**config.mk**
```make
export PLATFORM = sky130hd
export DESIGN_NAME = tmf_flags
export DESIGN_NICKNAME = d
export VERILOG_FILES = /design/src/core/tmf_pkg.sv /design/src/core/tmf_flags.sv
export VERILOG_INCLUDE_DIRS = /design/src /design/src/core
export SDC_FILE = /design/constraint.sdc
export NUM_CORES = 1
export LEC_CHECK = 0
export BUFFER_PORTS_ARGS = -buffer_cell sky130_fd_sc_hd__buf_2
export CORE_ASPECT_RATIO = 1.5
export CORE_MARGIN = 1
export CORE_UTILIZATION = 48
export CTS_CLUSTER_SIZE = 25
export DETAILED_ROUTE_END_ITERATION = 10
export GPL_TIMING_DRIVEN = 1
export PLACE_DENSITY = 0.8
export SKIP_LAST_GASP = 1
export SLEW_MARGIN = 5
export SYNTH_ARGS = -nofsm -noshare
export SYNTH_HDL_FRONTEND = slang
export SYNTH_SLANG_ARGS = --single-unit
```
**constraint.sdc**
```tcl
create_clock -name i_clk_sys -period 1.8 [get_ports i_clk_sys]
set_input_delay 0 -clock i_clk_sys [delete_from_list [all_inputs] [get_ports i_clk_sys]]
set_output_delay 0 -clock i_clk_sys [all_outputs]
set_load 0.05 [all_outputs]
```
**src/core/tmf_cfg.svh**
```systemverilog
// Register offsets, field positions, reset values and bus widths of the timer flag bank.
`ifndef TMF_CFG_SVH
`define TMF_CFG_SVH
`define TMF_OFS_MATCH_B 8'h00
`define TMF_OFS_WRAP 8'h04
`define TMF_OFS_IRQ_STATUS 8'h08
`define TMF_OFS_IRQ_MASK 8'h0C
`define TMF_ADDR_W 8
`define TMF_RESET_VAL 8'h88
`define TMF_RSVD_MASK 8'h88
`define TMF_EN_LSB 4
`define TMF_FLAG_LSB 0
`define TMF_NCH 3
`define TMF_IRQ_W 6
`endif

```
**src/core/tmf_pkg.sv**
```systemverilog
// Types shared by the timer flag bank.
`include "tmf_cfg.svh"
package tmf_pkg;
  typedef logic [`TMF_NCH-1:0] tmf_ch_t;
  typedef struct packed {
    logic [`TMF_NCH-1:0] compare_match;
    logic [`TMF_NCH-1:0] capture;
    logic [`TMF_NCH-1:0] overflow;
    logic underflow;
  } tmf_events_s;
  typedef struct packed {
    logic [`TMF_NCH-1:0] capture_mode;
    logic phase_counting_select;
    logic wrap_direction_select;
    logic standby;
  } tmf_mode_s;
endpackage

```
**src/core/tmf_flags.sv**
```systemverilog
// Match-B and counter wrap flag registers of a three-channel timer, with APB access and interrupts.
`include "tmf_cfg.svh"
module tmf_flags
  import tmf_pkg::*;
(
  input wire logic i_clk_sys,
  input wire logic i_reset_n,
  input wire logic i_clk_en,
  input wire logic i_psel,
  input wire logic i_penable,
  input wire logic i_pwrite,
  input wire logic [`TMF_ADDR_W-1:0] i_paddr,
  input wire logic [31:0] i_pwdata,
  input wire logic [3:0] i_pstrb,
  input wire tmf_events_s i_events,
  input wire tmf_mode_s i_mode,
  output logic [31:0] o_prdata,
  output logic o_pready,
  output logic o_pslverr,
  output logic [`TMF_NCH-1:0] o_match_b_request,
  output logic [`TMF_NCH-1:0] o_wrap_request,
  output logic o_irq
);

  localparam logic [7:0] RESET_VAL = `TMF_RESET_VAL;
  localparam logic [7:0] RSVD_MASK = `TMF_RSVD_MASK;

  tmf_ch_t match_b_en_q;
  tmf_ch_t match_b_flag_q;
  tmf_ch_t wrap_en_q;
  tmf_ch_t wrap_flag_q;
  tmf_ch_t match_b_armed_q;
  tmf_ch_t wrap_armed_q;
  logic [`TMF_IRQ_W-1:0] irq_status_q;
  logic [`TMF_IRQ_W-1:0] irq_mask_q;
  tmf_ch_t match_b_set;
  tmf_ch_t wrap_set;
  logic access;
  logic wr;
  logic rd;
  logic mapped;
  logic [7:0] wbyte;

  function automatic logic [7:0] pack_reg(input tmf_ch_t en, input tmf_ch_t flag);
    pack_reg = RSVD_MASK | {1'b0, en, 1'b0, flag};
  endfunction

  function automatic logic hit(input logic [`TMF_ADDR_W-1:0] a, input logic [`TMF_ADDR_W-1:0] ofs);
    hit = (a == ofs);
  endfunction

  assign access = i_psel && i_penable && o_pready;
  assign wr = access && i_pwrite && i_pstrb[0];
  assign rd = access && !i_pwrite;
  assign wbyte = i_pwdata[7:0];
  assign mapped = hit(i_paddr, `TMF_OFS_MATCH_B) || hit(i_paddr, `TMF_OFS_WRAP) ||
                  hit(i_paddr, `TMF_OFS_IRQ_STATUS) || hit(i_paddr, `TMF_OFS_IRQ_MASK);

  // Capture mode picks which event source sets each match-B flag.
  genvar g;
  generate
    for (g = 0; g < `TMF_NCH; g++) begin : g_set
      assign match_b_set[g] = i_mode.capture_mode[g] ? i_events.capture[g]
                                                     : i_events.compare_match[g];
    end
  endgenerate

  // Underflow is honoured only for channel 2 in phase counting with direction select zero.
  assign wrap_set[2] = i_events.overflow[2] ||
                       (i_events.underflow && i_mode.phase_counting_select &&
                        !i_mode.wrap_direction_select);
  assign wrap_set[1] = i_events.overflow[1];
  assign wrap_set[0] = i_events.overflow[0];

  // Single-cycle access phase keeps the bus simple; no wait states are inserted while i_clk_en is high.
  always_ff @(posedge i_clk_sys) begin
    if (!i_reset_n) begin
      o_pready <= 1'b0;
      o_pslverr <= 1'b0;
      o_prdata <= 32'h0000_0000;
    end else if (i_clk_en) begin
      o_pready <= i_psel && !i_penable;
      o_pslverr <= i_psel && !i_penable && !hit(i_paddr, `TMF_OFS_MATCH_B) && !hit(i_paddr, `TMF_OFS_WRAP) &&
                   !hit(i_paddr, `TMF_OFS_IRQ_STATUS) && !hit(i_paddr, `TMF_OFS_IRQ_MASK);
      if (i_psel && !i_penable && !i_pwrite) begin
        unique case (1'b1)
          hit(i_paddr, `TMF_OFS_MATCH_B): o_prdata <= {24'h000000, pack_reg(match_b_en_q, match_b_flag_q)};
          hit(i_paddr, `TMF_OFS_WRAP): o_prdata <= {24'h000000, pack_reg(wrap_en_q, wrap_flag_q)};
          hit(i_paddr, `TMF_OFS_IRQ_STATUS): o_prdata <= {26'h0000000, irq_status_q};
          hit(i_paddr, `TMF_OFS_IRQ_MASK): o_prdata <= {26'h0000000, irq_mask_q};
          default: o_prdata <= 32'h0000_0000;
        endcase
      end
    end
  end

  // Enables, reset and standby.
  always_ff @(posedge i_clk_sys) begin
    if (!i_reset_n) begin
      match_b_en_q <= RESET_VAL[6:4];
      wrap_en_q <= RESET_VAL[6:4];
    end else if (i_clk_en) begin
      if (i_mode.standby) begin
        match_b_en_q <= RESET_VAL[6:4];
        wrap_en_q <= RESET_VAL[6:4];
      end else if (wr && hit(i_paddr, `TMF_OFS_MATCH_B)) begin
        match_b_en_q <= wbyte[6:4];
      end else if (wr && hit(i_paddr, `TMF_OFS_WRAP)) begin
        wrap_en_q <= wbyte[6:4];
      end
    end
  end

  // A read that sees a flag at one arms it for clearing by a later zero write.
  always_ff @(posedge i_clk_sys) begin
    if (!i_reset_n) begin
      match_b_flag_q <= RESET_VAL[2:0];
      wrap_flag_q <= RESET_VAL[2:0];
      match_b_armed_q <= 3'h0;
      wrap_armed_q <= 3'h0;
    end else if (i_clk_en) begin
      if (i_mode.standby) begin
        match_b_flag_q <= RESET_VAL[2:0];
        wrap_flag_q <= RESET_VAL[2:0];
        match_b_armed_q <= 3'h0;
        wrap_armed_q <= 3'h0;
      end else begin
        if (rd && hit(i_paddr, `TMF_OFS_MATCH_B)) begin
          match_b_armed_q <= match_b_flag_q;
        end else if (wr && hit(i_paddr, `TMF_OFS_MATCH_B)) begin
          match_b_armed_q <= match_b_armed_q & wbyte[2:0];
        end
        if (rd && hit(i_paddr, `TMF_OFS_WRAP)) begin
          wrap_armed_q <= wrap_flag_q;
        end else if (wr && hit(i_paddr, `TMF_OFS_WRAP)) begin
          wrap_armed_q <= wrap_armed_q & wbyte[2:0];
        end
        if (wr && hit(i_paddr, `TMF_OFS_MATCH_B)) begin
          match_b_flag_q <= (match_b_flag_q & ~(match_b_armed_q & ~wbyte[2:0])) | match_b_set;
        end else begin
          match_b_flag_q <= match_b_flag_q | match_b_set;
        end
        if (wr && hit(i_paddr, `TMF_OFS_WRAP)) begin
          wrap_flag_q <= (wrap_flag_q & ~(wrap_armed_q & ~wbyte[2:0])) | wrap_set;
        end else begin
          wrap_flag_q <= wrap_flag_q | wrap_set;
        end
      end
    end
  end

  // Summary interrupt: sticky copy of each flag's set input, sampled every cycle without edge detection, write one to clear, set wins.
  always_ff @(posedge i_clk_sys) begin
    if (!i_reset_n) begin
      irq_status_q <= 6'h00;
      irq_mask_q <= 6'h00;
    end else if (i_clk_en) begin
      if (wr && hit(i_paddr, `TMF_OFS_IRQ_MASK)) begin
        irq_mask_q <= wbyte[5:0];
      end
      if (wr && hit(i_paddr, `TMF_OFS_IRQ_STATUS)) begin
        irq_status_q <= (irq_status_q & ~wbyte[5:0]) | {wrap_set, match_b_set};
      end else begin
        irq_status_q <= irq_status_q | {wrap_set, match_b_set};
      end
    end
  end

  // Registered requests lag their flags by one cycle.
  always_ff @(posedge i_clk_sys) begin
    if (!i_reset_n) begin
      o_match_b_request <= 3'h0;
      o_wrap_request <= 3'h0;
      o_irq <= 1'b0;
    end else if (i_clk_en) begin
      o_match_b_request <= match_b_flag_q & match_b_en_q;
      o_wrap_request <= wrap_flag_q & wrap_en_q;
      o_irq <= |(irq_status_q & irq_mask_q);
    end
  end

endmodule

```
=== After elaboration in Yosys (flattened, before gate mapping) ===
Index checks and enable logic that the tools add are counted.

* Eq/ne operators: 4
* Multiplexer cells: 20
* Bitwise logic cells: 20
* Reduce and logical (&&, ||, !) cells: 39

{| class="wikitable"
|+ Operators with widths
! kind !! number
|-
| $mux 3 || 15
|-
| $pmux 8 s4 || 1
|-
| $and 3x3->3 || 8
|-
| $logic_and 1x1->1 || 19
|-
| $eq 8x4->1 const B || 2
|-
| $and 6x6->6 || 2
|-
| $or 3x3->3 || 4
|-
| $or 6x6->6 || 2
|-
| $reduce_and 2->1 || 5
|-
| $not 3->3 || 3
|-
| $eq 8x3->1 const B || 1
|-
| $logic_not 8->1 || 1
|-
| $logic_not 1->1 || 7
|-
| $mux 6 || 1
|-
| $not 6->6 || 1
|-
| $reduce_bool 3->1 || 2
|-
| $reduce_or 6->1 || 1
|-
| $reduce_bool 2->1 || 2
|-
| $mux 1 || 3
|-
| $reduce_and 3->1 || 1
|-
| $ne 2x2->1 const B || 1
|-
| $logic_or 1x1->1 || 1
|}

* Register bits after elaboration: 71
* Bits of input ports: 66
* Output and inout port bits: 41

=== Longest topological paths before layout ===
Gate-level depths: netlist of run 1.

* Depth in word-level cells: 8
* Depth in mapped cells: 6
* Gate-level depth less buffers: 4

=== Worst setup path after synthesis of run 1 ===
No wires, ideal clock.

* Path kind: reg-to-reg
* Start: register o_pready
* End: register irq_status_q[0]
* Arrival: 1826 ps
* Required time: 1668 ps
* Path slack: -158 ps
* Stages on the path, launching flop included: 6
* Buffers on the path: 1
* Clock period less this slack: 1958 ps
* Path through: dfxtp_1 nand3_1 or4_1 buf_2 o31ai_2 a21oi_1

* Word-level cells in the longest chain between the ends: 5

{| class="wikitable"
|+ RTL lines
! item !! RTL line !! text
|-
| start, declared || tmf_flags.sv:18 || <nowiki>output logic o_pready,</nowiki>
|-
| start signal, assigned || tmf_flags.sv:82 || <nowiki>o_pready <= i_psel && !i_penable;</nowiki>
|-
| $logic_and 1x1->1 || tmf_flags.sv:52 || <nowiki>assign access = i_psel && i_penable && o_pready;</nowiki>
|-
| $logic_and 1x1->1 (2 in a row) || tmf_flags.sv:53 || <nowiki>assign wr = access && i_pwrite && i_pstrb[0];</nowiki>
|-
| $logic_and 1x1->1 || tmf_flags.sv:161 || <nowiki>if (wr && hit(i_paddr, `TMF_OFS_IRQ_STATUS)) begin</nowiki>
|-
| $mux 6 || tmf_flags.sv:161 ||
|-
| end signal, assigned || tmf_flags.sv:162 || <nowiki>irq_status_q <= (irq_status_q & ~wbyte[5:0]) | {wrap_set, match_b_set};</nowiki>
|-
| end signal, assigned || tmf_flags.sv:164 || <nowiki>irq_status_q <= irq_status_q | {wrap_set, match_b_set};</nowiki>
|-
| end, declared || tmf_flags.sv:34 || <nowiki>logic [`TMF_IRQ_W-1:0] irq_status_q;</nowiki>
|}

No other way between the ends.
A chain may end at the register's enable or synchronous reset.

=== Worst setup path in the final report of run 1 ===
* Start: register o_pready
* End: register wrap_armed_q[2]

* Word-level cells in the longest chain between the ends: 6

{| class="wikitable"
|+ RTL lines
! item !! RTL line !! text
|-
| $logic_and 1x1->1 (*) || tmf_flags.sv:52 ||
|-
| $logic_and 1x1->1 (2 in a row) || tmf_flags.sv:53 ||
|-
| $logic_and 1x1->1 || tmf_flags.sv:135 || <nowiki>end else if (wr && hit(i_paddr, `TMF_OFS_WRAP)) begin</nowiki>
|-
| $reduce_bool 3->1 (no source line) || -- ||
|-
| $reduce_and 2->1 (no source line) || -- ||
|-
| end signal, assigned || tmf_flags.sv:134 || <nowiki>wrap_armed_q <= wrap_flag_q;</nowiki>
|-
| end signal, assigned || tmf_flags.sv:136 || <nowiki>wrap_armed_q <= wrap_armed_q & wbyte[2:0];</nowiki>
|-
| end, declared || tmf_flags.sv:33 || <nowiki>tmf_ch_t wrap_armed_q;</nowiki>
|}

Every way passes the cells marked *; elsewhere a longest branch is shown, timed or not.

==> summary.md, run 1 <==
| Metric | Value |
|---|---|
| Initial antenna violation count | `0` |
| Switching share of power | `28.8%` |
| Placer Congestion | `approximately 0.92` |
| Outcome | `finished clean` |
| RR Endpoint | `wrap_armed_q[2]$_SDFFE_PN0P_` |
| Netlist cell types | `50` |
| WP data required | `1.99 ns` |
| Row Count | `32` |
| Ys Warns | `0` |
| Clk_lat worst skew | `0.30 ns` |
| Placed insts | `roughly 430` |
| GRT Resource Usage Total | `~25%` |
| Die X | `62.4 um` |
| Syn Area/Cell | `8.57 um2` |
| Worst EP arrival | `about 1.8 ns` |
| Wirelength per Cell | `around 16 um` |
| Overall power | `0.00222 W` |
| Final worst-path cycle share | `about nine tenths` |
| Die ar. | `5770 um2` |
| Via count | `2,547` |
| Vias in the first global route | `2,362` |
| RSZ-0062 raised after global routing | `false` |
| Post-CTS sizing | `0` |
| Worst reg2reg setup slack | `0.20 ns` |
| Worst Setup Start Kind | `register` |
| Syn Inst Count | `about 310` |
| Psw | `roughly 0.00064 W` |
| Die Y | `between 90 and 100 um` |
| Hold Path Stages | `3` |
| EDFF count, synth | `0` |
| Power Density | `718 nW/um2` |
| Cell Int Power | `0.00158 W` |
| HP Class | `primary input to register` |
| Post-CTS Setup Bufs | `0` |
| TritonRoute pass-1 iters | `6` |
| Worst-path fanout max | `6` |
| Clock Power Share | `33.6%` |
| Final Setup Violations | `0` |
| Combinational group share of total power | `17.5%` |
| Total number of H-tree levels | `2` |
| R2R cell count | `4` |
| Final wirelength | `6940 um` |
| Min Tclk post-route | `1.60 ns` |
| Max-cap violation count | `0` |
| Mapped cell area | `2620 um2` |
| Fraction of layout cells with a size suffix above 1 | `25.8%` |
| DP HPWL | `5150 um` |
| # hold bufs at CTS | `4` |
| Nature of the critical path endpoint | `register` |
| Area Growth Syn to Fin | `18.0%` |
| CTS sink count | `47` |
| DR iter-0 viols | `188` |
| Clk root buf | `clkbuf_8` |
| Initial Utilization | `50.4%` |
| CORE AREA | `around 5200 um2` |
| R2R Path Start | `o_pready$_SDFFE_PN0P_` |
| Worst-path clk slew | `0.08 ns` |
| TNS Setup | `0 ns` |
| Count of nets after finishing | `434` |
| Primary FF master, synth | `dfxtp_1` |
| Largest net degree at the start of global routing | `41` |
| Vias per cell | `5.84` |
| Ys async rst share | `0%` |
| P_leak | `between 1 and 1.5 nW` |
| I/O pin total | `107` |
| Post-route ant nets | `0` |
| VDD IR max | `0.458 mV` |
| Reg power frac | `48.9%` |
| Global-route wire length before repair | `between 10,000 and 15,000 um` |
| Crit Path Category | `register to register` |
| Fin. max-slew vios | `0` |
| Register area share after synthesis | `35.9%` |
| Drt drc | `0` |
| Final cell count without fillers | `436` |
| Max Clock Freq | `625 MHz` |
| Hold Vio Cnt, Final | `0` |
| Buffers on Ports | `54` |
| Min-Delay Startpoint | `i_events[3]` |
| Clock Path Buffers | `2` |
| End of the worst hold path | `wrap_flag_q[2]$_SDFFE_PN0P_` |
| TritonCTS Buffers | `5` |
| Synthesized flop and latch total | `47` |
| N_diodes | `0` |
| TritonCTS clock tree | `done` |
| Final Skew | `0.00403 ns` |
| Grt total ovfl | `0` |
[kinds of logic after synthesis]
| logic type | synth area share [%] |
|---|---|
| simple gates | 23.6 |
| compound gates | 21.0 |
| buf+inv | 11.6 |
| flops | 35.9 |
| mux | 7.73 |
| other cells | 0.143 |
[Yosys cell counts, types with 4 or more instances]
cell / count / area [um2]
a21oi_1: 27 / 135
a31oi_1: 4 / 25.0
buf_4: 24 / 180
clkbuf_1: 16 / 60.1
dfxtp_1: 47 / 941
inv_1: 13 / 48.8
mux2i_1: 9 / 90.1
mux4_2: 5 / 113
nand2_1: 24 / 90.1
nand2b_1: 11 / 68.8
nand3_1: 25 / 125
nand3b_1: 4 / 30.0
nand4_1: 6 / 37.5
nor2_1: 8 / 30.0
o21a_1: 7 / 52.6
o21ai_0: 10 / 50.1
o221a_2: 4 / 45.0
o22ai_1: 5 / 31.3
[per-stage QoR]
stage          hold slack [ns]  worst slack, ns  area, um2  utilization [%]
2_1_floorplan            0.110           0.0627       2710                -
3_3_place_gp             0.214           0.0643       2950             56.7
3_5_place_dp             0.224           0.0539       2950             56.7
4_1_cts                0.00339            0.219       3100             59.5
5_1_grt                 0.0137            0.110       3100             59.5
6_report                0.0125            0.199       3100             59.5
[power by group through the flow]
stage | Clock, W | Combinational (W) | Sequential [W]
floorplan | 0 | 0.000301 | 0.00111
finish | 0.000748 | 0.000388 | 0.00109
detailed placement | 0 | 0.000375 | 0.00111
global route | 0.000807 | 0.000411 | 0.00109
CTS | 0.000755 | 0.000383 | 0.00109
global placement | 0 | 0.000371 | 0.00111
[layout make-up]
class                   instances  area [um2]
clock buffers                   6        72.6
clock inverters                 1        30.0
fillers                       467        2110
inverters                      14        52.6
multi-input cells             225        1460
flip-flops and latches         47         942
well taps                      68        85.1
repair buffers                 75         450
[layer usage]
| metal | up-vias | track usage, % | part of all wire (%) |
|---|---|---|---|
| met5 | - | 0 | 0 |
| met4 | 0 | 19.8 | 6.5 |
| met3 | 30 | 4.56 | 8.0 |
| met2 | 169 | 42.2 | 48 |
| met1 | 1142 | 28.4 | 37 |
| li1 | 1206 | - | - |
[flip-flops by register name, indices dropped and copies added, names as in the netlist]
register / cells
o_prdata: 8
o_match_b_request: 3
o_pslverr: 1
o_pready: 1
match_b_flag_q: 3
o_irq: 1
o_wrap_request: 3
wrap_flag_q: 3
wrap_armed_q: 3
irq_status_q: 6
match_b_en_q: 3
wrap_en_q: 3
irq_mask_q: 6
match_b_armed_q: 3
[cell usage in the layout (no fill, tap or decap), drive strengths merged, types with 6 or more instances in the layout]
master and n:
buf 71, dfxtp 47, a21oi 27, nand3 25, nand2 24, conb 24
inv 13, nand2b 11, o21ai 10, mux2i 9, nor2 8, o21a 7
nand4 6, clkbuf 6, nor4 6
[worst max-delay path by stage]
stage                          start                            to  slack, ns  depth (start not counted)
5_1_grt        o_pready$_SDFFE_PN0P_  wrap_armed_q[2]$_SDFFE_PN0P_       0.11                          4
3_3_place_gp              i_paddr[1]  irq_status_q[0]$_SDFFE_PN0P_       0.06                          6
6_report       o_pready$_SDFFE_PN0P_  wrap_armed_q[2]$_SDFFE_PN0P_       0.20                          4
3_5_place_dp              i_paddr[1]  irq_status_q[2]$_SDFFE_PN0P_       0.05                          6
2_1_floorplan  o_pready$_SDFFE_PN0P_  irq_status_q[0]$_SDFFE_PN0P_       0.06                          5
4_1_cts        o_pready$_SDFFE_PN0P_  wrap_armed_q[2]$_SDFFE_PN0P_       0.22                          4
[critical path, cell delays in order, from the launching register on]
cell and delay (ns):
dfxtp_2 0.37, and3_1 0.29, nand4_1 0.27, nor2b_1 0.23, o311a_1 0.32
Note: power is estimated with default switching activity, not from simulation.
==> run 2, diff against run 1 <==
- SETUP_SLACK_MARGIN: unset -> 0.4
==> run 2 against run 1 <==
Net effect:
- die area is the same
- core utilization grew 1.9 points
- flip-flop and latch count is the same
- count of clock-buffer cells in the layout shrank 1
- sequential power is essentially flat
- sequential share of layout area shrank 0.88 points
- global-route usage grew 0.97 points
- largest cell class unchanged
==> summary.md, run 2 (synthesis results as in run 1) <==
| Metric | Value |
|---|---|
| Final Skew | `0.0102 ns (was 0.00403 ns)` |
| Nature of the critical path endpoint | `register (unchanged)` |
| Wirelength per Cell | `16.9 um (was 15.9 um)` |
| HP Class | `primary input to register (unchanged)` |
| Commonest non-fill, non-tap cell in the layout | `buf_2 (unchanged)` |
| Crit Path Category | `register to register (unchanged)` |
| Buffers on Ports | `54 (unchanged)` |
| Global-route wire length before repair | `11,800 um (was 11,300 um)` |
| Power Density | `712 nW/um2 (was 718 nW/um2)` |
| CTS sink count | `47 (unchanged)` |
| Initial antenna violation count | `0 (unchanged)` |
| TNS Setup | `0 ns (unchanged)` |
| RSZ-0062 raised after global routing | `true (was false)` |
| P_leak | `1.32 nW (was 1.30 nW)` |
| Vias per cell | `5.95 (was 5.84)` |
| Reg power frac | `47.9% (was 48.9%)` |
| Die ar. | `5770 um2 (unchanged)` |
| N_diodes | `0 (unchanged)` |
| Worst Setup Start Kind | `register (unchanged)` |
| Fin. max-slew vios | `0 (unchanged)` |
| Clock Power Share | `34.7% (was 33.6%)` |
| Cells along the critical path | `nand3_4 -> or4_4 -> o31ai_2 -> a21oi_1 (was and3_1 -> nand4_1 -> nor2b_1 -> o311a_1)` |
| Area occupied by multi-input gates | `1530 um2 (was 1460 um2)` |
| Vias in the first global route | `2,405 (was 2,362)` |
| Fraction of layout cells with a size suffix above 1 | `29.5% (was 25.8%)` |
| Worst EP arrival | `1.70 ns (was 1.79 ns)` |
| Initial Utilization | `50.4% (unchanged)` |
| CP startpoint | `o_pready$_SDFFE_PN0P_ (unchanged)` |
| Largest net degree at the start of global routing | `31 (was 41)` |
| Biggest regs | `o_prdata (8), irq_mask_q (6), irq_status_q (6) (unchanged)` |
| DP HPWL | `5120 um (was 5150 um)` |
| Psw | `0.000686 W (was 0.000639 W)` |
| Placer Congestion | `0.929 (was 0.921)` |
| Hold Vio Cnt, Final | `0 (unchanged)` |
| Switching share of power | `30.2% (was 28.8%)` |
| TritonCTS clock tree | `done (unchanged)` |
| Final Setup Violations | `0 (unchanged)` |
| Largest reg by FF count | `o_prdata (unchanged)` |
| Worst stage delay on the critical path | `0.57 ns (was 0.37 ns)` |
| R2R Path Start | `o_pready$_SDFFE_PN0P_ (unchanged)` |
| Row Count | `32 (unchanged)` |
| Min Tclk post-route | `1.52 ns (was 1.60 ns)` |
| Cell Int Power | `0.00159 W (was 0.00158 W)` |
| Max Clock Freq | `659 MHz (was 625 MHz)` |
| Count of nets after finishing | `438 (was 434)` |
| Worst reg2reg setup slack | `0.28 ns (was 0.20 ns)` |
| Drt drc | `0 (unchanged)` |
| Die X | `62.4 um (unchanged)` |
| Total number of H-tree levels | `2 (unchanged)` |
| Post-route ant nets | `0 (unchanged)` |
| Worst-path fanout max | `5 (was 6)` |
| Max-cap violation count | `0 (unchanged)` |
| Post-route cell area | `3200 um2 (was 3100 um2)` |
| Outcome | `finished clean (unchanged)` |
| Grt total ovfl | `0 (unchanged)` |
| DR iter-0 viols | `181 (was 188)` |
| Final wirelength | `7440 um (was 6940 um)` |
| Die Y | `92.5 um (unchanged)` |
| GRT Resource Usage Total | `26.3% (was 25.3%)` |
| Max reg flops | `8 (unchanged)` |
| Leading cell types in the layout, fill and taps excluded | `54 x buf_2, 46 x dfxtp_1, 27 x a21oi_1 (unchanged)` |
| Area Growth Syn to Fin | `21.9% (was 18.0%)` |
| Via count | `2,623 (was 2,547)` |
| TritonCTS Buffers | `5 (unchanged)` |
| WP data required | `1.98 ns (was 1.99 ns)` |
| I/O pin total | `107 (unchanged)` |
| Clk_lat worst skew | `0.30 ns (about the same)` |
| CORE AREA | `5200 um2 (unchanged)` |
| Sequential cell area | `945 um2 (was 942 um2)` |
| Worst-path clk slew | `0.10 ns (was 0.08 ns)` |
| TritonRoute pass-1 iters | `5 (was 6)` |
| Fill cells | `461 (was 467)` |
| Min-Delay Startpoint | `i_pwdata[1] (was i_events[3])` |
| Combinational group share of total power | `17.4% (was 17.5%)` |
| Clock Path Buffers | `2 (unchanged)` |
| Final worst-path cycle share | `84.3% (was 88.9%)` |
| VDD IR max | `0.476 mV (was 0.458 mV)` |
| Clk root buf | `clkbuf_8 (unchanged)` |
| Worst path slowest cell | `or4_4 (was dfxtp_2)` |
| Placed inst area | `2920 um2 (was 2950 um2)` |
## run 2: cell types whose count changed in the layout (fill, tap and decap cells not counted), sizes merged
cell,before,now
clkinv,1,3
clkbuf,6,5
buf,71,74
or4,3,4
## run 2: metal layers
metal	vias to the layer above	part of all wire [%]	GRT usage, %
li1	1214	-	-
met1	1219	37	30.1
met2	154	50	45.0
met3	36	7.6	4.56
met4	0	6.2	16.9
met5	-	0	0
## run 2: worst max-delay path: cells and delay by family (launching register included)
family	cells	cell delay (ns)
AND/OR/NAND/NOR	2	0.68
flip-flops	1	0.39
AO/OA/AOI/OAI	2	0.31
## run 2: worst paths after layout
| check | end | cells after the start |
|---|---|---|
| worst max register to register | irq_status_q[1]$_SDFFE_PN0P_ | 4 |
| worst min-delay path | irq_mask_q[1]$_SDFFE_PN0P_ | 3 |
| worst min register to register | o_prdata[3]$_SDFFE_PN0P_ | 2 |
| worst max-delay path | irq_status_q[1]$_SDFFE_PN0P_ | 4 |
## run 2: timing repair
| action | CTS | global route |
|---|---|---|
| gates resized for setup | 8 | 8 |
| pin swaps | 4 | 9 |
| buffers inserted | 6 | 5 |
| endpoints found under the setup margin | 17 | 23 |
| hold buffers | 4 | 0 |
| cloned | 1 | 0 |
| endpoints found under the hold margin | 6 | 0 |
## run 2: per-stage QoR
| stage | total power [W] | setup slack (ns) | hold slack [ns] | instances | util [%] |
|---|---|---|---|---|---|
| final | 0.00227 | 0.283 | 0.0144 | 441 | 61.4 |
| after global routing | 0.00235 | 0.261 | 0.00289 | 441 | 61.4 |
| after CTS | 0.00225 | 0.324 | 0.00181 | 436 | 60.4 |
| after detailed placement | 0.00148 | 0.0980 | 0.234 | 417 | 56.0 |
| after global placement | 0.00147 | 0.121 | 0.218 | 417 | 56.0 |
| after floorplan | 0.00141 | 0.220 | 0.110 | 329 | - |
## run 2: final cells by class
| class | count | area share, % |
|---|---|---|
| Clock buffer | 5 | 2.15 |
| Timing Repair Buffer | 78 | 14.8 |
| Inverter | 14 | 1.64 |
| Clock inverter | 3 | 1.37 |
| Sequential cell | 47 | 29.6 |
| Tap cell | 68 | 2.66 |
| Multi-Input combinational cell | 226 | 47.8 |
## run 2: power by group through the flow
stage          Sequential [W]  Clock, W  Combinational [W]
2_1_floorplan         0.00111         0           0.000302
3_3_place_gp          0.00111         0           0.000366
3_5_place_dp          0.00111         0           0.000372
4_1_cts               0.00109  0.000782           0.000386
5_1_grt               0.00109  0.000842           0.000419
6_report              0.00109  0.000790           0.000396
